===== src/pkg/pdw_pkg.sv =====
// Package: constants, types and register map of the power-down controller
// ***********************************************************************
// ***********************************************************************
`default_nettype none
package pdw_pkg;
	localparam int PA_W = 8;
	localparam int IRQ_W = 4;
	localparam logic [3:0] REG_CTRL = 4'h0;
	localparam logic [3:0] REG_WAKE = 4'h1;
	localparam logic [3:0] REG_STAT = 4'h2;
	localparam logic [7:0] CTRL_RST = 8'h00;
	localparam logic [7:0] WAKE_RST = 8'h00;
	localparam logic [1:0] OSC_HXT = 2'h0;
	localparam logic [1:0] OSC_HIGH_SPEED_INTERNAL_OSCILLATOR = 2'h1;
	localparam logic [1:0] OSC_LOW_SPEED_INTERNAL_OSCILLATOR = 2'h2;
	localparam logic [1:0] OSC_LXT = 2'h3;
	localparam logic [15:0] HXT_STAB_CYC = 16'h0080;
	localparam logic [15:0] HIGH_SPEED_INTERNAL_OSCILLATOR_STAB_CYC = 16'h0010;
	localparam logic [15:0] MIN_STAB_CYC = 16'h0001;
	localparam logic [15:0] LS_STAB_DEF = 16'h0400;
	typedef enum logic [2:0] {
		ST_RUN = 3'b000,
		ST_DEEP_SLEEP_ZERO_MODE = 3'b001,
		ST_DEEP_SLEEP_ONE_MODE = 3'b010,
		ST_IDLE_ZERO_MODE = 3'b011,
		ST_IDLE_ONE_MODE = 3'b100,
		ST_HS_STAB = 3'b101,
		ST_FAST_WAKE = 3'b110,
		ST_LS_STAB = 3'b111
	} pdw_mode_t;
	typedef struct packed {
		logic sub_xtal;
		logic [1:0] osc_sel;
		logic vd_en;
		logic wdt_en;
		logic fast_wake_enable;
		logic clock_in_idle_bit;
		logic idle_select_bit;
	} pdw_ctrl_t;
	typedef struct packed {
		pdw_mode_t mode;
		pdw_ctrl_t ctrl;
		logic [PA_W-1:0] port_a_wake_enable;
		logic [PA_W-1:0] pa_prev;
		logic [IRQ_W-1:0] irq_arm;
		logic [15:0] cnt;
		logic from_deep_sleep_zero_mode;
		logic power_down_flag;
		logic watchdog_timeout_flag;
		logic high_speed_ready_flag;
		logic use_sub;
		logic sys_en;
		logic tbc_en;
		logic sub_en;
		logic wdt_run;
		logic wdt_clear;
		logic cpu_hold;
		logic resume;
		logic irq_service;
		logic pc_sp_reset;
		logic [7:0] rdata;
	} pdw_state_t;
endpackage
`default_nettype wire


===== src/rtl/pdw_ctrl.sv =====
// Module: halt entry, low-power modes and wake-up sequencing
//
// The placing of the registers and the plain strobed port were left to the implementer.
`default_nettype none
module pdw_ctrl
	import pdw_pkg::*;
#(
	parameter logic [15:0] LS_STAB_CYC = LS_STAB_DEF
) (
	input wire logic i_clk,
	input wire logic i_rst_b,
	input wire logic [3:0] i_addr,
	input wire logic [7:0] i_wdata,
	input wire logic i_wr,
	input wire logic i_rd,
	input wire logic i_halt,
	input wire logic i_clr_wdt,
	input wire logic [PA_W-1:0] i_porta,
	input wire logic [IRQ_W-1:0] i_irq_req,
	input wire logic [IRQ_W-1:0] i_irq_en,
	input wire logic i_stack_full,
	input wire logic i_wdt_ovf,
	input wire logic i_hs_tick,
	input wire logic i_ls_tick,
	output logic [7:0] o_rdata,
	output logic o_sys_clk_en,
	output logic o_tbc_clk_en,
	output logic o_sub_clk_en,
	output logic o_slow_clk_en,
	output logic o_wdt_run,
	output logic o_wdt_clear,
	output logic o_cpu_hold,
	output logic o_use_sub_clk,
	output logic o_resume,
	output logic o_irq_service,
	output logic o_pc_sp_reset,
	output logic o_pdf,
	output logic o_to,
	output logic o_hs_ready
);
	// ***************************************************************
	// State
	// ***************************************************************
	pdw_state_t st_r;
	pdw_state_t st_nxt;
	logic low_pwr;
	logic halt_take;
	logic [PA_W-1:0] pa_fall;
	logic [IRQ_W-1:0] irq_wake;
	logic wake;
	logic [15:0] hs_lim;

	assign low_pwr = (st_r.mode == ST_DEEP_SLEEP_ZERO_MODE) || (st_r.mode == ST_DEEP_SLEEP_ONE_MODE)
		|| (st_r.mode == ST_IDLE_ZERO_MODE) || (st_r.mode == ST_IDLE_ONE_MODE);
	assign halt_take = i_halt && (st_r.mode == ST_RUN);
	assign pa_fall = st_r.pa_prev & ~i_porta & st_r.port_a_wake_enable;
	assign irq_wake = i_irq_req & st_r.irq_arm;
	assign wake = low_pwr && ((|pa_fall) || (|irq_wake) || i_wdt_ovf);

	// ***************************************************************
	// Stabilisation period of the system oscillator
	// ***************************************************************
	always_comb begin
		case (st_r.ctrl.osc_sel)
			OSC_HXT: hs_lim = HXT_STAB_CYC;
			OSC_HIGH_SPEED_INTERNAL_OSCILLATOR: hs_lim = HIGH_SPEED_INTERNAL_OSCILLATOR_STAB_CYC;
			OSC_LXT: hs_lim = st_r.from_deep_sleep_zero_mode ? HXT_STAB_CYC : MIN_STAB_CYC;
			default: hs_lim = MIN_STAB_CYC;
		endcase
	end

	// ***************************************************************
	// Next state
	// ***************************************************************
	always_comb begin
		st_nxt = st_r;
		st_nxt.resume = 1'b0;
		st_nxt.irq_service = 1'b0;
		st_nxt.pc_sp_reset = 1'b0;
		st_nxt.wdt_clear = 1'b0;
		st_nxt.rdata = 8'h00;
		st_nxt.pa_prev = i_porta;
		// Register port
		if (i_wr) begin
			case (i_addr)
				REG_CTRL: st_nxt.ctrl = pdw_ctrl_t'(i_wdata);
				REG_WAKE: st_nxt.port_a_wake_enable = i_wdata[PA_W-1:0];
				default: st_nxt.ctrl = st_r.ctrl;
			endcase
		end
		if (i_rd) begin
			case (i_addr)
				REG_CTRL: st_nxt.rdata = st_r.ctrl;
				REG_WAKE: st_nxt.rdata = st_r.port_a_wake_enable;
				REG_STAT: st_nxt.rdata = {2'h0, st_r.use_sub,
					st_r.high_speed_ready_flag, st_r.watchdog_timeout_flag,
					st_r.power_down_flag, st_r.cpu_hold, low_pwr};
				default: st_nxt.rdata = 8'h00;
			endcase
		end
		// Clear first so that a halt in the same cycle wins
		if (i_clr_wdt) begin
			st_nxt.power_down_flag = 1'b0;
		end
		case (st_r.mode)
			ST_RUN: begin
				if (halt_take) begin
					st_nxt.power_down_flag = 1'b1;
					st_nxt.watchdog_timeout_flag = 1'b0;
					st_nxt.wdt_clear = 1'b1;
					// Requests already up are kept out of wake-up
					st_nxt.irq_arm = ~i_irq_req;
					st_nxt.from_deep_sleep_zero_mode = 1'b0;
					if (!st_r.ctrl.idle_select_bit) begin
						if (!st_r.ctrl.wdt_en && !st_r.ctrl.vd_en) begin
							st_nxt.mode = ST_DEEP_SLEEP_ZERO_MODE;
							st_nxt.from_deep_sleep_zero_mode = 1'b1;
						end else begin
							st_nxt.mode = ST_DEEP_SLEEP_ONE_MODE;
						end
					end else if (!st_r.ctrl.clock_in_idle_bit) begin
						st_nxt.mode = ST_IDLE_ZERO_MODE;
					end else begin
						st_nxt.mode = ST_IDLE_ONE_MODE;
					end
				end
			end
			ST_DEEP_SLEEP_ZERO_MODE, ST_DEEP_SLEEP_ONE_MODE, ST_IDLE_ZERO_MODE, ST_IDLE_ONE_MODE: begin
				if (wake) begin
					st_nxt.cnt = 16'h0000;
					if (i_wdt_ovf) begin
						st_nxt.watchdog_timeout_flag = 1'b1;
						st_nxt.pc_sp_reset = 1'b1;
					end else if (|(irq_wake & i_irq_en) && !i_stack_full) begin
						st_nxt.irq_service = 1'b1;
					end else begin
						// Request stays pending in the core
						st_nxt.resume = 1'b1;
					end
					if (st_r.mode == ST_IDLE_ONE_MODE) begin
						st_nxt.mode = ST_RUN;
					end else if (st_r.mode != ST_DEEP_SLEEP_ZERO_MODE
						&& st_r.ctrl.osc_sel == OSC_HXT
						&& st_r.ctrl.fast_wake_enable) begin
						st_nxt.mode = ST_FAST_WAKE;
						st_nxt.use_sub = 1'b1;
						st_nxt.high_speed_ready_flag = 1'b0;
					end else begin
						st_nxt.mode = ST_HS_STAB;
						st_nxt.high_speed_ready_flag = 1'b0;
					end
				end
			end
			ST_HS_STAB, ST_FAST_WAKE: begin
				// One counter serves both oscillators in turn
				if (i_hs_tick) begin
					st_nxt.cnt = st_r.cnt + 16'h0001;
					if (st_r.cnt + 16'h0001 >= hs_lim) begin
						st_nxt.cnt = 16'h0000;
						st_nxt.high_speed_ready_flag = 1'b1;
						st_nxt.use_sub = 1'b0;
						// Deep sleep zero always had the crystal off
						if (st_r.from_deep_sleep_zero_mode && st_r.ctrl.sub_xtal) begin
							st_nxt.mode = ST_LS_STAB;
						end else begin
							st_nxt.mode = ST_RUN;
						end
					end
				end
			end
			ST_LS_STAB: begin
				// Core already runs here; the crystal may still be settling
				if (i_ls_tick) begin
					st_nxt.cnt = st_r.cnt + 16'h0001;
					if (st_r.cnt + 16'h0001 >= LS_STAB_CYC) begin
						st_nxt.cnt = 16'h0000;
						st_nxt.mode = ST_RUN;
					end
				end
			end
			default: st_nxt.mode = ST_RUN;
		endcase
		// Clock gating follows the next mode so outputs match the mode
		st_nxt.sys_en = 1'b1;
		st_nxt.tbc_en = 1'b1;
		st_nxt.sub_en = st_r.ctrl.wdt_en || st_r.ctrl.vd_en;
		st_nxt.wdt_run = st_r.ctrl.wdt_en;
		st_nxt.cpu_hold = 1'b0;
		case (st_nxt.mode)
			ST_DEEP_SLEEP_ZERO_MODE: begin
				st_nxt.sys_en = 1'b0;
				st_nxt.tbc_en = 1'b0;
				st_nxt.sub_en = 1'b0;
				st_nxt.wdt_run = 1'b0;
				st_nxt.cpu_hold = 1'b1;
			end
			ST_DEEP_SLEEP_ONE_MODE: begin
				st_nxt.sys_en = 1'b0;
				st_nxt.tbc_en = 1'b0;
				st_nxt.cpu_hold = 1'b1;
			end
			ST_IDLE_ZERO_MODE: begin
				st_nxt.sys_en = 1'b0;
				st_nxt.sub_en = 1'b1;
				st_nxt.cpu_hold = 1'b1;
			end
			ST_IDLE_ONE_MODE: begin
				st_nxt.sub_en = 1'b1;
				st_nxt.cpu_hold = 1'b1;
			end
			ST_HS_STAB: begin
				st_nxt.sys_en = 1'b0;
				st_nxt.cpu_hold = 1'b1;
			end
			ST_FAST_WAKE: st_nxt.sub_en = 1'b1;
			default: st_nxt.cpu_hold = 1'b0;
		endcase
	end

	always_ff @(posedge i_clk or negedge i_rst_b) begin
		if (!i_rst_b) begin
			st_r <= '0;
			st_r.mode <= ST_RUN;
			st_r.ctrl <= pdw_ctrl_t'(CTRL_RST);
			st_r.port_a_wake_enable <= WAKE_RST;
			st_r.high_speed_ready_flag <= 1'b1;
			st_r.sys_en <= 1'b1;
			st_r.tbc_en <= 1'b1;
		end else begin
			st_r <= st_nxt;
		end
	end

	// ***************************************************************
	// Outputs
	// ***************************************************************
	assign o_rdata = st_r.rdata;
	assign o_sys_clk_en = st_r.sys_en;
	assign o_tbc_clk_en = st_r.tbc_en;
	assign o_sub_clk_en = st_r.sub_en;
	assign o_slow_clk_en = st_r.sub_en;
	assign o_wdt_run = st_r.wdt_run;
	assign o_wdt_clear = st_r.wdt_clear;
	assign o_cpu_hold = st_r.cpu_hold;
	assign o_use_sub_clk = st_r.use_sub;
	assign o_resume = st_r.resume;
	assign o_irq_service = st_r.irq_service;
	assign o_pc_sp_reset = st_r.pc_sp_reset;
	assign o_pdf = st_r.power_down_flag;
	assign o_to = st_r.watchdog_timeout_flag;
	assign o_hs_ready = st_r.high_speed_ready_flag;

	// ***************************************************************
	// Checks
	// ***************************************************************
	chk_deep_sleep_zero_mode_entry: assert property (@(posedge i_clk) disable iff (!i_rst_b)
		halt_take && !st_r.ctrl.idle_select_bit && !st_r.ctrl.wdt_en
		&& !st_r.ctrl.vd_en |=> st_r.mode == ST_DEEP_SLEEP_ZERO_MODE)
		else $error("halt did not enter deep sleep zero");
	chk_deep_sleep_zero_mode_clocks: assert property (@(posedge i_clk) disable iff (!i_rst_b)
		st_r.mode == ST_DEEP_SLEEP_ZERO_MODE |-> !o_sys_clk_en && !o_tbc_clk_en
		&& !o_wdt_run && !o_sub_clk_en)
		else $error("clock running in deep sleep zero");
	chk_deep_sleep_one_mode_entry: assert property (@(posedge i_clk) disable iff (!i_rst_b)
		halt_take && !st_r.ctrl.idle_select_bit
		&& (st_r.ctrl.wdt_en || st_r.ctrl.vd_en) |=> st_r.mode == ST_DEEP_SLEEP_ONE_MODE)
		else $error("halt did not enter deep sleep one");
	chk_idle_zero_mode_clocks: assert property (@(posedge i_clk) disable iff (!i_rst_b)
		st_r.mode == ST_IDLE_ZERO_MODE |-> !o_sys_clk_en && o_tbc_clk_en
		&& o_sub_clk_en && o_cpu_hold)
		else $error("wrong clocks in idle zero");
	chk_halt_flags: assert property (@(posedge i_clk) disable iff (!i_rst_b)
		halt_take |=> o_pdf && !o_to && o_wdt_clear ##1 !o_wdt_clear)
		else $error("halt flags not updated");
	chk_clr_pdf: assert property (@(posedge i_clk) disable iff (!i_rst_b)
		i_clr_wdt && !halt_take |=> !o_pdf)
		else $error("power down flag not cleared");
	chk_ovf_wake: assert property (@(posedge i_clk) disable iff (!i_rst_b)
		low_pwr && i_wdt_ovf |=> o_to && o_pc_sp_reset && !o_resume
		&& $stable(o_pdf))
		else $error("watchdog wake handled wrongly");
	chk_fast_wake: assert property (@(posedge i_clk) disable iff (!i_rst_b)
		st_r.mode == ST_FAST_WAKE |-> o_use_sub_clk && !o_hs_ready
		&& !o_cpu_hold)
		else $error("fast wake not on subclock");
	chk_stab_hold: assert property (@(posedge i_clk) disable iff (!i_rst_b)
		st_r.mode == ST_HS_STAB |-> o_cpu_hold && !o_hs_ready)
		else $error("core released before ready");
	chk_armed_irq: assert property (@(posedge i_clk) disable iff (!i_rst_b)
		low_pwr && !(|pa_fall) && !i_wdt_ovf && !(|(i_irq_req & st_r.irq_arm))
		|=> $past(st_r.mode) == st_r.mode)
		else $error("woke without a valid source");

	// ***************************************************************
	// Checks on mode entry, mode clocks and wake handling
	// ***************************************************************
	chk_deep_sleep_one_mode_clocks: assert property (@(posedge i_clk) disable iff (!i_rst_b)
		st_r.mode == ST_DEEP_SLEEP_ONE_MODE |-> !o_sys_clk_en && !o_tbc_clk_en
		&& o_cpu_hold)
		else $error("clock running in deep sleep one");
	chk_idle_zero_mode_entry: assert property (@(posedge i_clk) disable iff (!i_rst_b)
		halt_take && st_r.ctrl.idle_select_bit
		&& !st_r.ctrl.clock_in_idle_bit |=> st_r.mode == ST_IDLE_ZERO_MODE)
		else $error("halt did not enter idle zero");
	chk_idle_one_mode_entry: assert property (@(posedge i_clk) disable iff (!i_rst_b)
		halt_take && st_r.ctrl.idle_select_bit
		&& st_r.ctrl.clock_in_idle_bit |=> st_r.mode == ST_IDLE_ONE_MODE)
		else $error("halt did not enter idle one");
	chk_idle_one_mode_clocks: assert property (@(posedge i_clk) disable iff (!i_rst_b)
		st_r.mode == ST_IDLE_ONE_MODE |-> o_sys_clk_en && o_tbc_clk_en
		&& o_sub_clk_en && o_cpu_hold)
		else $error("wrong clocks in idle one");
	chk_idle_one_mode_wake: assert property (@(posedge i_clk) disable iff (!i_rst_b)
		wake && st_r.mode == ST_IDLE_ONE_MODE |=> st_r.mode == ST_RUN)
		else $error("idle one wake did not return to run");
	// Watchdog keeps counting after the clear when it is enabled
	chk_wdt_keep: assert property (@(posedge i_clk) disable iff (!i_rst_b)
		halt_take && st_r.ctrl.wdt_en |=> o_wdt_clear && o_wdt_run)
		else $error("watchdog stopped on halt");
	chk_low_hold: assert property (@(posedge i_clk) disable iff (!i_rst_b)
		low_pwr |-> o_cpu_hold)
		else $error("core released in low power");
	chk_wake_exit: assert property (@(posedge i_clk) disable iff (!i_rst_b)
		wake |=> !low_pwr)
		else $error("wake source ignored");
	chk_one_pulse: assert property (@(posedge i_clk) disable iff (!i_rst_b)
		$onehot0({o_resume, o_irq_service, o_pc_sp_reset}))
		else $error("more than one wake response");
	chk_pin_resume: assert property (@(posedge i_clk) disable iff (!i_rst_b)
		low_pwr && (|pa_fall) && !i_wdt_ovf && !(|irq_wake)
		|=> o_resume)
		else $error("pin wake did not resume");
	chk_irq_pend: assert property (@(posedge i_clk) disable iff (!i_rst_b)
		wake && !i_wdt_ovf && (|irq_wake)
		&& !((|(irq_wake & i_irq_en)) && !i_stack_full)
		|=> o_resume && !o_irq_service)
		else $error("unserviceable interrupt not resumed");
	chk_irq_serve: assert property (@(posedge i_clk) disable iff (!i_rst_b)
		wake && !i_wdt_ovf && (|(irq_wake & i_irq_en)) && !i_stack_full
		|=> o_irq_service)
		else $error("interrupt response missing");
	// The core runs while the crystal still settles
	chk_ls_stab: assert property (@(posedge i_clk) disable iff (!i_rst_b)
		st_r.mode == ST_LS_STAB |-> !o_cpu_hold && o_hs_ready
		&& o_sys_clk_en)
		else $error("core held during crystal settling");
	chk_hold_stab: assert property (@(posedge i_clk) disable iff (!i_rst_b)
		o_cpu_hold && !low_pwr |-> st_r.mode == ST_HS_STAB)
		else $error("core held outside stabilisation");
	chk_fast_entry: assert property (@(posedge i_clk) disable iff (!i_rst_b)
		wake && (st_r.mode == ST_DEEP_SLEEP_ONE_MODE || st_r.mode == ST_IDLE_ZERO_MODE)
		&& st_r.ctrl.osc_sel == OSC_HXT && st_r.ctrl.fast_wake_enable
		|=> st_r.mode == ST_FAST_WAKE)
		else $error("fast wake not taken");
	chk_sub_follow: assert property (@(posedge i_clk) disable iff (!i_rst_b)
		st_r.mode == ST_RUN && !halt_take
		|=> o_sub_clk_en == $past(st_r.ctrl.wdt_en || st_r.ctrl.vd_en))
		else $error("subclock does not follow watchdog");
endmodule
`default_nettype wire


===== config.mk =====
export PLATFORM = sky130hd
export DESIGN_NAME = pdw_ctrl
export DESIGN_NICKNAME = d
export VERILOG_FILES = /design/src/pkg/pdw_pkg.sv /design/src/rtl/pdw_ctrl.sv
export SDC_FILE = /design/constraint.sdc
export NUM_CORES = 1
export LEC_CHECK = 0
export BUFFER_PORTS_ARGS = -buffer_cell sky130_fd_sc_hd__clkbuf_2
export CAP_MARGIN = 5
export CORE_MARGIN = 2
export CORE_UTILIZATION = 45
export CTS_BUF_LIST = sky130_fd_sc_hd__clkbuf_4
export CTS_CLUSTER_DIAMETER = 30
export CTS_CLUSTER_SIZE = 14
export DETAILED_ROUTE_END_ITERATION = 8
export GPL_TIMING_DRIVEN = 0
export PLACE_DENSITY = 0.66
export SLEW_MARGIN = 20
export SYNTH_ARGS = -nofsm -noshare
export SYNTH_HDL_FRONTEND = slang
export SYNTH_SLANG_ARGS = --single-unit

===== constraint.sdc =====
create_clock -name i_clk -period 6 [get_ports i_clk]
set_input_delay 0.3 -clock i_clk [delete_from_list [all_inputs] [get_ports i_clk]]
set_output_delay 0.3 -clock i_clk [all_outputs]
set_load 0.005 [all_outputs]

# Word level (Yosys, flattened, before mapping)

Index checks and enable logic that the tools add are counted.

Bits in registers: 69
Input port bits: 38
Output and inout port bits: 22

Add/subtract/negate cells: 1
$lt $le $gt $ge: 2
Equality and inequality tests: 26
Muxes and demuxes: 49
Bitwise logic cells: 6
Reductions and logical operators: 38

Operators by type and width:

| cell                  | number |
|---|---|
| $mux 16               | 5 |
| $pmux 16 s3           | 1 |
| $pmux 8 s3            | 2 |
| $mux 3                | 13 |
| $eq 3x3->1 const B    | 7 |
| $add 16x1->16 const B | 1 |
| $and 8x8->8           | 2 |
| $ge 16x11->1 const B  | 1 |
| $ge 16x16->1          | 1 |
| $mux 8                | 2 |
| $ne 2x2->1 const B    | 8 |
| $reduce_or 4->1       | 4 |
| $mux 1                | 15 |
| $mux 2                | 7 |
| $eq 3x2->1 const B    | 4 |
| $pmux 3 s4            | 1 |
| $and 4x4->4           | 2 |
| $not 8->8             | 1 |
| $reduce_and 4->1      | 2 |
| $reduce_or 8->1       | 1 |
| $logic_and 1x1->1     | 7 |
| $eq 3x1->1 const B    | 2 |
| $logic_or 1x1->1      | 6 |
| $reduce_and 2->1      | 3 |
| 19 further kinds      | 24 |

# Longest topological paths before layout

Gate-level depths: netlist (run 1).

Depth after elaboration: 12
Gate-level depth with buffers: 14
Depth with buffers taken out: 13

# Worst setup path before layout (run 1)

OpenSTA, ideal clock, no wires.

Kind: register to register
Start: register st_r[22] (netlist name)
End: register st_r[29] (netlist name)
Setup time: 0.064 ns
Arrival: 3.061 ns
Slack: 2.875 ns
Cell stages (with the launch flop): 15
Path buffers: 2
Period minus slack after synthesis: 3.125 ns
Cells stage by stage: dfrtp_1 ha_1 buf_6 nand3_1 xnor2_1 ha_1 nor4b_1 a21oi_1 a211o_1 maj3_1 o31ai_2 nand2_1 buf_2 nor3b_1 a21o_1

Longest elaborated chain between the ends: 5
Elaborated cells between the ends (all ways): 8
Those cells by class: 1 x add/sub; 2 x order compare; 5 x mux

RTL lines:

| what                                         | RTL line                         | text |
|---|---|---|
| start: declaration                           | pdw_ctrl.sv:44                   | `pdw_state_t st_r;` |
| start signal: assignment                     | pdw_ctrl.sv:230                  | `st_r <= st_nxt;` |
| $add 16x1->16 (*)                            | -                                |  |
| $ge 16x11->1 or $ge 16x16->1 (tied branches) | pdw_ctrl.sv:175, pdw_ctrl.sv:158 |  |
| $mux 16 (on tied branches)                   | pdw_ctrl.sv:175, pdw_ctrl.sv:158 |  |
| $mux 16 (on tied branches)                   | pdw_ctrl.sv:173, pdw_ctrl.sv:156 |  |
| $pmux 16 s3 (*)                              | pdw_ctrl.sv:105                  | `case (st_r.mode)` |

Every way passes the cells marked *; elsewhere a longest branch is shown, timed or not. The select of a mux whose other input is x is not followed.
A chain may end at the register's enable or synchronous reset.

# Worst setup path in the final report (run 1)

Ends and elaborated chain as after synthesis.

==> results.json, run 1 <==
{
  "synthToLayoutAreaGrowth_pct": 19.84,
  "ctsResizeCount": 0,
  "clkLatencyLatePin_ns": 0.41,
  "crit_path_start": "st_r[22]",
  "fin_ws_ns": 2.325,
  "cts.sinks": 69,
  "max_freq_mhz": 272.1,
  "synthTopCellsByArea": "dfrtp_1 (46%), mux2_2 (7.5%), nand2_1 (3.0%), nand3_1 (2.4%), o21ai_0 (2.4%)",
  "h-tree-depth": 3,
  "power_leakage_nw": 2.019,
  "portBuffers": 58,
  "num_antenna_cells": 0,
  "ys.warnings.count": 0,
  "synth_fp_nets": 385,
  "clkPwrFrac_pct": 32.0,
  "num_rows": 32,
  "fp.dieH_um": 93.38,
  "post_route_cells_drive_above_1_share_pct": 29.98,
  "yosysTopAreaCell": "dfrtp_1",
  "clk_pin_slew_ns": 0.11,
  "p_per_area_mw_per_mm2": 253.3,
  "drv_slew": 0,
  "routed_wl_um": 8032,
  "async_reset_ff_share_pct": 100.0,
  "grt_pass1_wl_um": 13770,
  "syn_inst": 343,
  "route.detailed.drc": 0,
  "die-area_mm2": 0.008719,
  "hold_violations": 0,
  "via_count": 2922,
  "synth-seq-area-share_pct": 48.14,
  "crit_type": "register to register",
  "syn-cell-area_mm2": 0.003595,
  "antenna_found_initial": 0,
  "path_max_fanout": 10,
  "place_ws_ns": 2.316,
  "die_x_um": 93.38,
  "endpoint_kind": "register",
  "ant_nets": 0,
  "cts-root-buf": "clkbuf_4",
  "r2r_slack_ns": 2.32,
  "synth_edf_count": 0,
  "grt_max_degree": 51,
  "tns_ns": 0,
  "grt_overflow_total": 0,
  "wl_per_cell_um": 15.18,
  "initial_core_util_pct": 46.52,
  "rr_endpoint": "st_r[29]",
  "netlist.area_leader.share_pct": 45.95,
  "gp_congestion": 0.8652,
  "yosysMostFrequentCell": "dfrtp_1",
  "routed_via_density": 5.524,
  "swShare_pct": 28.20,
  "status": "finished, final reports clean",
  "synth-seq-cells": 69,
  "tritoncts": "yes",
  "coreArea_mm2": 0.007727,
  "fin_crit_ns": 3.675,
  "finalCritPeriodShare_pct": 61.25,
  "grt_pass1_vias": 2762,
  "relSlewSlack_pct": 40.03,
  "reg2reg_from": "st_r[22]",
  "r2r_cells": 14,
  "fin_skew_ns": 0.01665,
  "cts-buffers-inserted": 9,
  "drtIter0Drc": 123,
  "worst_ir_drop_vdd_uv": 202.9,
  "nets": 464,
  "min_path_type": "primary input to register",
  "synth_common_cells": "dfrtp_1 (66), nand2_1 (29), mux2_2 (24)",
  "dp_hpwl_um": 5967,
  "startpoint_type": "register",
  "avgSynthCellArea_um2": 10.48,
  "grt_setup_unrepaired": "no",
  "ios": 60,
  "holdPathStages": 2,
  "firstDrtPassIters": 4,
  "track_usage_pct": 20.36,
  "clockBufferDepth": 2,
  "finalSetupViolCount": 0,
  "synthDistinctLibCells": 63,
  "hold_start": "i_clr_wdt",
  "p_switching_mw": 0.3078,
  "crit_required_ns": 6.34,
  "synthFlopType": "dfrtp_1",
  "worstPathArrival_ns": 4.02,
  "nFillCells": 702,
  "pwr-share-seq_pct": 49.8,
  "worstMarginPinSlew_ns": 0.8972,
  "p_comb_share_pct": 18.2,
  "hold_end": "o_pdf",
  "p_int_mw": 0.7835,
  "drv_cap": 0
}
==> power groups by stage <==
stage                     Combinational (mW)  Clock [mW]  Sequential (mW)
after floorplan                        0.134           0            0.540
after global placement                 0.186           0            0.551
after detailed placement               0.194           0            0.553
after CTS                              0.200       0.364            0.543
after global routing                   0.223       0.386            0.549
final                                  0.198       0.349            0.544
==> final cells by class <==
type	count	area (µm²)	share of cell area (%)
Sequential cell	69	1730	40.17
Multi-Input combinational cell	245	1689	39.21
Timing Repair Buffer	68	410.4	9.527
Tap cell	102	127.6	2.963
Clock buffer	10	75.07	1.743
Inverter	8	30.03	0.6971
Clock inverter	6	93.84	2.178
Buffer	21	151.4	3.514
==> cells in the final DEF, fill, tap and decap left out, types with 7 or more instances in the layout <==
master,instances
dfrtp_1,66
clkbuf_2,57
nand2_1,29
mux2_2,24
nand3_1,17
o21ai_0,17
nor2_1,13
buf_4,11
clkbuf_4,11
nor3_1,10
and2_1,10
nor2b_1,10
a22oi_1,10
a21o_1,9
dlygate4sd3_1,9
inv_1,8
nand4_1,7
a21oi_1,7
==> per-layer routing <==
metal | routed length [µm] | track usage (%) | vias to the layer above
met1 | 3815 | 29.06 | 1418
met3 | 405 | 4.674 | 5
met5 | 0 | 0 | -
met4 | 78 | 6.740 | 0
met2 | 3733 | 30.64 | 86
li1 | - | - | 1413
==> cells by family after synthesis <==
family                     count (synthesis)  synth area share [%]
and+or+nand+nor                          131                 20.22
buffers and inverters                     29                 5.047
AOI/OAI and AO/OA                         74                 14.62
muxes                                     26                 8.075
adders and majority gates                  6                 1.949
DFF                                       69                 48.14
xor gates and xnor gates                   8                 1.949
==> flip-flops by register name, indices dropped and copies added (netlist names) <==
| signal | cells |
|---|---|
| o_cpu_hold | 1 |
| o_hs_ready | 1 |
| o_irq_service | 1 |
| o_pc_sp_reset | 1 |
| o_pdf | 1 |
| o_rdata | 8 |
| o_resume | 1 |
| o_slow_clk_en | 1 |
| o_sys_clk_en | 1 |
| o_tbc_clk_en | 1 |
| o_to | 1 |
| o_use_sub_clk | 1 |
| o_wdt_clear | 1 |
| o_wdt_run | 1 |
| st_r | 48 |
==> per-stage QoR <==
stage          hold slack, ns  utilization (%)  area (µm²)  power, mW  cells
2_1_floorplan        0.004409                -        3595     0.6732    343
4_1_cts               0.01890            55.67        4302      1.108    529
3_5_place_dp           0.2366            52.32        4043     0.7465    504
5_1_grt               0.04037            55.75        4308      1.158    529
3_3_place_gp           0.4215            51.93        4013     0.7379    503
6_report              0.05159            55.75        4308      1.091    529
==> what timing repair did <==
| action | in CTS | in global routing |
|---|---|---|
| endpoints found under the hold margin | 24 | 0 |
| hold buffers | 9 | 0 |
| setup buffers | 0 | 0 |
==> worst max-delay path, cell delays in order (launching register included) <==
cell     delay (ns)
dfrtp_1        0.50
ha_1           0.21
buf_6          0.13
nand3_1        0.13
xnor2_1        0.17
ha_1           0.22
nor4b_1        0.24
a21oi_1        0.13
a211o_1        0.24
maj3_1         0.38
o31ai_2        0.48
nand2_1        0.22
buf_2          0.25
nor3b_1        0.21
a21o_1         0.10
==> worst max-delay path by stage <==
| stage | endpoint | slack (ns) | depth (start not counted) |
|---|---|---|---|
| after floorplan | st_r[29] | 2.88 | 14 |
| after global placement | st_r[29] | 2.37 | 14 |
| after detailed placement | st_r[29] | 2.32 | 14 |
| after CTS | st_r[29] | 2.27 | 14 |
| after global routing | st_r[24] | 2.02 | 14 |
| final | st_r[29] | 2.32 | 14 |
Note: power is estimated with default switching activity, not from simulation.
==> inputs of run 2 (changes only) <==
--- a/config.mk
+++ b/config.mk
@@ -14,7 +14,7 @@
 export CTS_CLUSTER_SIZE = 14
 export DETAILED_ROUTE_END_ITERATION = 8
 export GPL_TIMING_DRIVEN = 0
-export PLACE_DENSITY = 0.66
+export PLACE_DENSITY = 0.69
 export SLEW_MARGIN = 20
 export SYNTH_ARGS = -nofsm -noshare
 export SYNTH_HDL_FRONTEND = slang
==> constraint.sdc (replaced) <==
create_clock -name i_clk -period 3.2 [get_ports i_clk]
set_input_delay 0.16 -clock i_clk [delete_from_list [all_inputs] [get_ports i_clk]]
set_output_delay 0.16 -clock i_clk [all_outputs]
set_load 0.005 [all_outputs]
==> results.json, run 2 (synthesized netlist as in run 1, its figures left out) <==
{
  "grt_util_met3_pct": 3.546,
  "gp_congestion": 0.8194,
  "path_buf_inv": 2,
  "initial_core_util_pct": 46.52,
  "antenna_found_initial": 0,
  "grt_util_met2_pct": 32.55,
  "clkPwrFrac_pct": 31.6,
  "swShare_pct": 29.90,
  "clockBufferDepth": 2,
  "path_delay_family": "compound AO/OA/AOI/OAI gates",
  "grt_use_met1_pct": 27.83,
  "grt_max_degree": 40,
  "fin_skew_ns": 0.01500,
  "die_x_um": 93.38,
  "die-area_mm2": 0.008719,
  "portBuffers": 58,
  "crit_path_max_incr_delay_ns": 0.45,
  "reg2reg_from": "st_r[22]",
  "r2r_slack_ns": 0.11,
  "fin_crit_ns": 3.090,
  "relSlewSlack_pct": 44.35,
  "num_antenna_cells": 0,
  "p_per_area_mw_per_mm2": 464.6,
  "route.detailed.drc": 0,
  "ios": 60,
  "clk_pin_slew_ns": 0.13,
  "worstPathArrival_ns": 3.48,
  "routed_via_density": 5.420,
  "tritoncts": "yes",
  "ant_nets": 0,
  "coreArea_mm2": 0.007727,
  "h-tree-depth": 3,
  "rr_endpoint": "st_r[24]",
  "dp_hpwl_um": 5929,
  "crit_required_ns": 3.59,
  "path_max_fanout": 6,
  "startpoint_type": "register",
  "finalSetupViolCount": 0,
  "max_freq_mhz": 323.6,
  "r2r_cells": 14,
  "firstDrtPassIters": 4,
  "via_count": 2992,
  "crit_type": "register to register",
  "tns_ns": 0,
  "crit_path_start": "st_r[22]",
  "synthToLayoutAreaGrowth_pct": 29.10,
  "cts-root-buf": "clkbuf_4",
  "cts.sinks": 69,
  "drv_slew": 0,
  "finalCritPeriodShare_pct": 96.58,
  "grt_pass1_wl_um": 13760,
  "final_area_mm2": 0.004641,
  "slowest_stage": "dfrtp_2",
  "crit_cells": 14,
  "cts-buffers-inserted": 9,
  "status": "finished, final reports clean",
  "top_usage_layer": "met2",
  "worstMarginPinSlew_ns": 0.8260,
  "drtIter0Drc": 120,
  "endpoint_kind": "register",
  "final_util_pct": 60.06,
  "grt_pass1_vias": 2813,
  "nets": 487,
  "p_switching_mw": 0.6447,
  "clkLatencyLatePin_ns": 0.43,
  "worst_hold_slack_ns": 0.01439,
  "top_register": "st_r",
  "power_leakage_nw": 2.150,
  "drv_cap": 0,
  "worst_ir_drop_vdd_uv": 303.0,
  "p_int_mw": 1.511,
  "post_route_cells_drive_above_1_share_pct": 34.00,
  "wl_per_cell_um": 15.35,
  "mostFrequentLayoutCells": "dfrtp_1 (64), clkbuf_2 (57), nand2_1 (28)",
  "final_common_cell": "dfrtp_1",
  "p_comb_share_pct": 21.1,
  "min_path_type": "primary input to register",
  "num_rows": 32,
  "post_dp_cell_area_mm2": 0.004035,
  "track_usage_pct": 20.39,
  "nFillCells": 657,
  "largest_register_ffs": 48,
  "pwr-share-seq_pct": 47.3,
  "cp-endpoint": "st_r[24]",
  "fp.dieH_um": 93.38,
  "routed_wl_um": 8475,
  "path_cells": "ha_4 -> buf_6 -> nand3_4 -> xnor2_2 -> ha_2 -> nor4b_2 -> a21oi_1 -> a211o_1 -> maj3_2 -> o31ai_4 -> nand2_4 -> buf_8 -> nor3b_2 -> a21o_1",
  "hold_violations": 0,
  "grt_overflow_total": 0
}
run 2: power groups by stage:
stage                     clock (mW)  combinational (mW)  sequential [mW]
after global routing           0.735               0.499             1.03
after floorplan                    0               0.250             1.01
after CTS                      0.695               0.405             1.02
after global placement             0               0.346             1.04
after detailed placement           0               0.357             1.04
final                          0.682               0.455             1.02
run 2: cell type report:
class	instances	area (µm²)	share of cell area (%)
Timing Repair Buffer	91	630.6	13.59
Sequential cell	69	1733	37.34
Inverter	8	30.03	0.6471
Clock inverter	7	105.1	2.265
Buffer	21	161.4	3.478
Multi-Input combinational cell	245	1785	38.47
Clock buffer	9	67.56	1.456
Tap cell	102	127.6	2.750
run 2: routing by layer:
metal | vias up | wire [µm]
met5 | - | 0
met4 | 0 | 154
met3 | 13 | 338
met2 | 60 | 4185
met1 | 1454 | 3797
li1 | 1465 | -
run 2: per-stage QoR:
stage | instances | setup WS [ns] | power [mW]
after floorplan | 343 | 0.07503 | 1.262
after global placement | 503 | -0.4333 | 1.383
after detailed placement | 504 | -0.4804 | 1.398
after CTS | 547 | 0.001073 | 2.115
after global routing | 552 | -0.01973 | 2.265
final | 552 | 0.1096 | 2.156
run 2: what timing repair did:
| action | CTS | global route |
|---|---|---|
| hold buffers | 24 | 0 |
| hold endpoints to repair | 58 | 0 |
| setup buffers | 3 | 5 |
| setup endpoints to repair | 13 | 15 |
| gates cloned | 0 | 1 |
| pin swaps | 1 | 6 |
| resized for setup | 6 | 21 |
run 2: how the worst min path moves through the flow:
stage	startpoint	to	slack (ns)	depth (start not counted)
final	i_rd	o_rdata[6]	0.01	2
after global routing	i_rd	o_rdata[6]	0.02	2
after CTS	i_rd	o_rdata[6]	0.0009	2
after detailed placement	i_rst_b	st_r[24]	0.16	1
after global placement	i_porta[1]	st_r[43]	0.28	1
after floorplan	i_rst_b	o_cpu_hold	-0.14	0
==> inputs of run 3 (changes only) <==
--- a/config.mk
+++ b/config.mk
@@ -15,6 +15,7 @@
 export DETAILED_ROUTE_END_ITERATION = 8
 export GPL_TIMING_DRIVEN = 0
 export PLACE_DENSITY = 0.69
+export RECOVER_POWER = 100
 export SLEW_MARGIN = 20
 export SYNTH_ARGS = -nofsm -noshare
 export SYNTH_HDL_FRONTEND = slang
==> results.json, run 3 (synthesized netlist as in run 1, its figures left out) <==
{
  "status": "complete, but fails checks",
  "failed_checks": "capacitance limit, slew limit",
  "via_count": 3011,
  "tritoncts": "yes",
  "final_util_pct": 59.15,
  "post_route_cells_drive_above_1_share_pct": 29.78,
  "route.detailed.drc": 0,
  "routed_wl_um": 8469,
  "endpoint_kind": "register",
  "finalCritPeriodShare_pct": 96.24,
  "mostFrequentLayoutCells": "dfrtp_1 (64), clkbuf_2 (44), nand2_1 (28)",
  "dp_hpwl_um": 5929,
  "crit_type": "register to register",
  "wl_per_cell_um": 15.34,
  "top_register": "st_r",
  "power_leakage_nw": 2.072,
  "grt_pass1_wl_um": 13760,
  "largest_register_ffs": 48,
  "synthToLayoutAreaGrowth_pct": 27.15,
  "max_freq_mhz": 324.7,
  "p_comb_share_pct": 20.8,
  "portBuffers": 58,
  "worstPathArrival_ns": 3.47,
  "hold_violations": 0,
  "drv_cap": 1,
  "clockBufferDepth": 2,
  "track_usage_pct": 20.39,
  "cts-buffers-inserted": 9,
  "final_common_cell": "dfrtp_1",
  "p_per_area_mw_per_mm2": 470.2,
  "relSlewSlack_pct": -9.598,
  "firstDrtPassIters": 4,
  "clkLatencyLatePin_ns": 0.43,
  "worst_ir_drop_vdd_uv": 302.1,
  "path_max_fanout": 6,
  "coreArea_mm2": 0.007727,
  "gp_congestion": 0.8194,
  "antenna_found_initial": 0,
  "cts.sinks": 69,
  "nets": 487,
  "grt_pass1_vias": 2813,
  "startpoint_type": "register",
  "worstMarginPinSlew_ns": 1.644,
  "ios": 60,
  "cts-root-buf": "clkbuf_4",
  "finalSetupViolCount": 0,
  "clkPwrFrac_pct": 31.8,
  "swShare_pct": 29.98,
  "initial_core_util_pct": 46.52,
  "grt_overflow_total": 0,
  "grt_max_degree": 40,
  "drtIter0Drc": 117,
  "h-tree-depth": 3,
  "drv_slew": 32,
  "die_x_um": 93.38,
  "place_ws_ns": -0.4804,
  "final_area_mm2": 0.004571,
  "ant_nets": 0,
  "routed_via_density": 5.455,
  "fin_ws_ns": 0.1204,
  "die-area_mm2": 0.008719,
  "clk_pin_slew_ns": 0.14,
  "p_int_mw": 1.505,
  "fin_crit_ns": 3.080,
  "fin_skew_ns": 0.01756,
  "min_path_type": "primary input to register",
  "num_antenna_cells": 0,
  "p_switching_mw": 0.6444,
  "pwr-share-seq_pct": 47.4,
  "num_rows": 32,
  "fp.dieH_um": 93.38,
  "crit_required_ns": 3.59,
  "tns_ns": 0,
  "post_dp_cell_area_mm2": 0.004035
}
==> run 3: cell types whose count changed in the layout (fill, tap and decap cells not counted), moves of 5 or more <==
cell	delta
clkbuf_1	+17
and2_0	+7
clkbuf_4	+5
and2_1	-7
clkbuf_2	-13
buf_4	-6
==> run 3: area by class of cell <==
| class | count | area, µm² |
|---|---|---|
| Tap cell | 102 | 127.6 |
| Multi-Input combinational cell | 245 | 1773 |
| Inverter | 8 | 30.03 |
| Clock inverter | 7 | 105.1 |
| Clock buffer | 9 | 67.56 |
| Timing Repair Buffer | 91 | 573.1 |
| Buffer | 21 | 161.4 |
| Fill cell | 670 | 3157 |
| Sequential cell | 69 | 1733 |
==> run 3: worst max-delay path: stages (launching register included) <==
cell and delay, ns:
dfrtp_2 0.45, ha_4 0.16, buf_6 0.12, nand3_4 0.09
xnor2_2 0.08, ha_2 0.20, nor4b_2 0.27, a21oi_1 0.12
a211o_1 0.28, maj3_2 0.36, o31ai_4 0.32, nand2_4 0.12
buf_8 0.17, nor3b_2 0.20, a21o_1 0.11
==> run 3: path summary, 6_finish.rpt <==
kind | from | endpoint | slack (ns) | cells past startpoint
setup / recovery | st_r[22] | st_r[24] | 0.12 | 14
hold / removal | i_rd | o_rdata[6] | 0.02 | 2
setup reg to reg | st_r[22] | st_r[24] | 0.12 | 14
hold reg to reg | st_r[41] | st_r[41] | 0.52 | 2
max in group asynchronous | i_rst_b | st_r[40] | 0.85 | 3
min in group asynchronous | i_rst_b | st_r[24] | 0.66 | 2
==> run 3: what timing repair did <==
| item | 4_1_cts | 5_1_grt |
|---|---|---|
| gates cloned | 0 | 1 |
| setup endpoints to repair | 13 | 15 |
| pin swaps | 1 | 6 |
| gates resized for setup | 6 | 21 |
| setup buffers | 3 | 5 |
| hold buffers | 24 | 0 |
| hold endpoints to repair | 58 | 0 |
==> run 3: metrics by stage <==
step	power, mW	hold slack (ns)	instances
floorplan	1.262	-0.1356	343
global placement	1.383	0.2812	503
detailed placement	1.398	0.1576	504
CTS	2.115	0.0009371	547
global route	2.256	0.02392	552
finish	2.149	0.02069	552
==> run 3: metal layers <==
metal	GRT usage [%]	vias up	part of all wire, %
met5	0	-	0
met2	32.55	66	49
li1	-	1460	-
met3	3.546	11	3.5
met4	7.721	0	1.6
met1	27.83	1474	46
==> run 3: power by group through the flow <==
stage                     clock (mW)  sequential, mW  combinational (mW)
after detailed placement           0            1.04               0.357
final                          0.684            1.02               0.446
after global placement             0            1.04               0.346
after floorplan                    0            1.01               0.250
after global routing           0.735            1.03               0.491
after CTS                      0.695            1.02               0.405
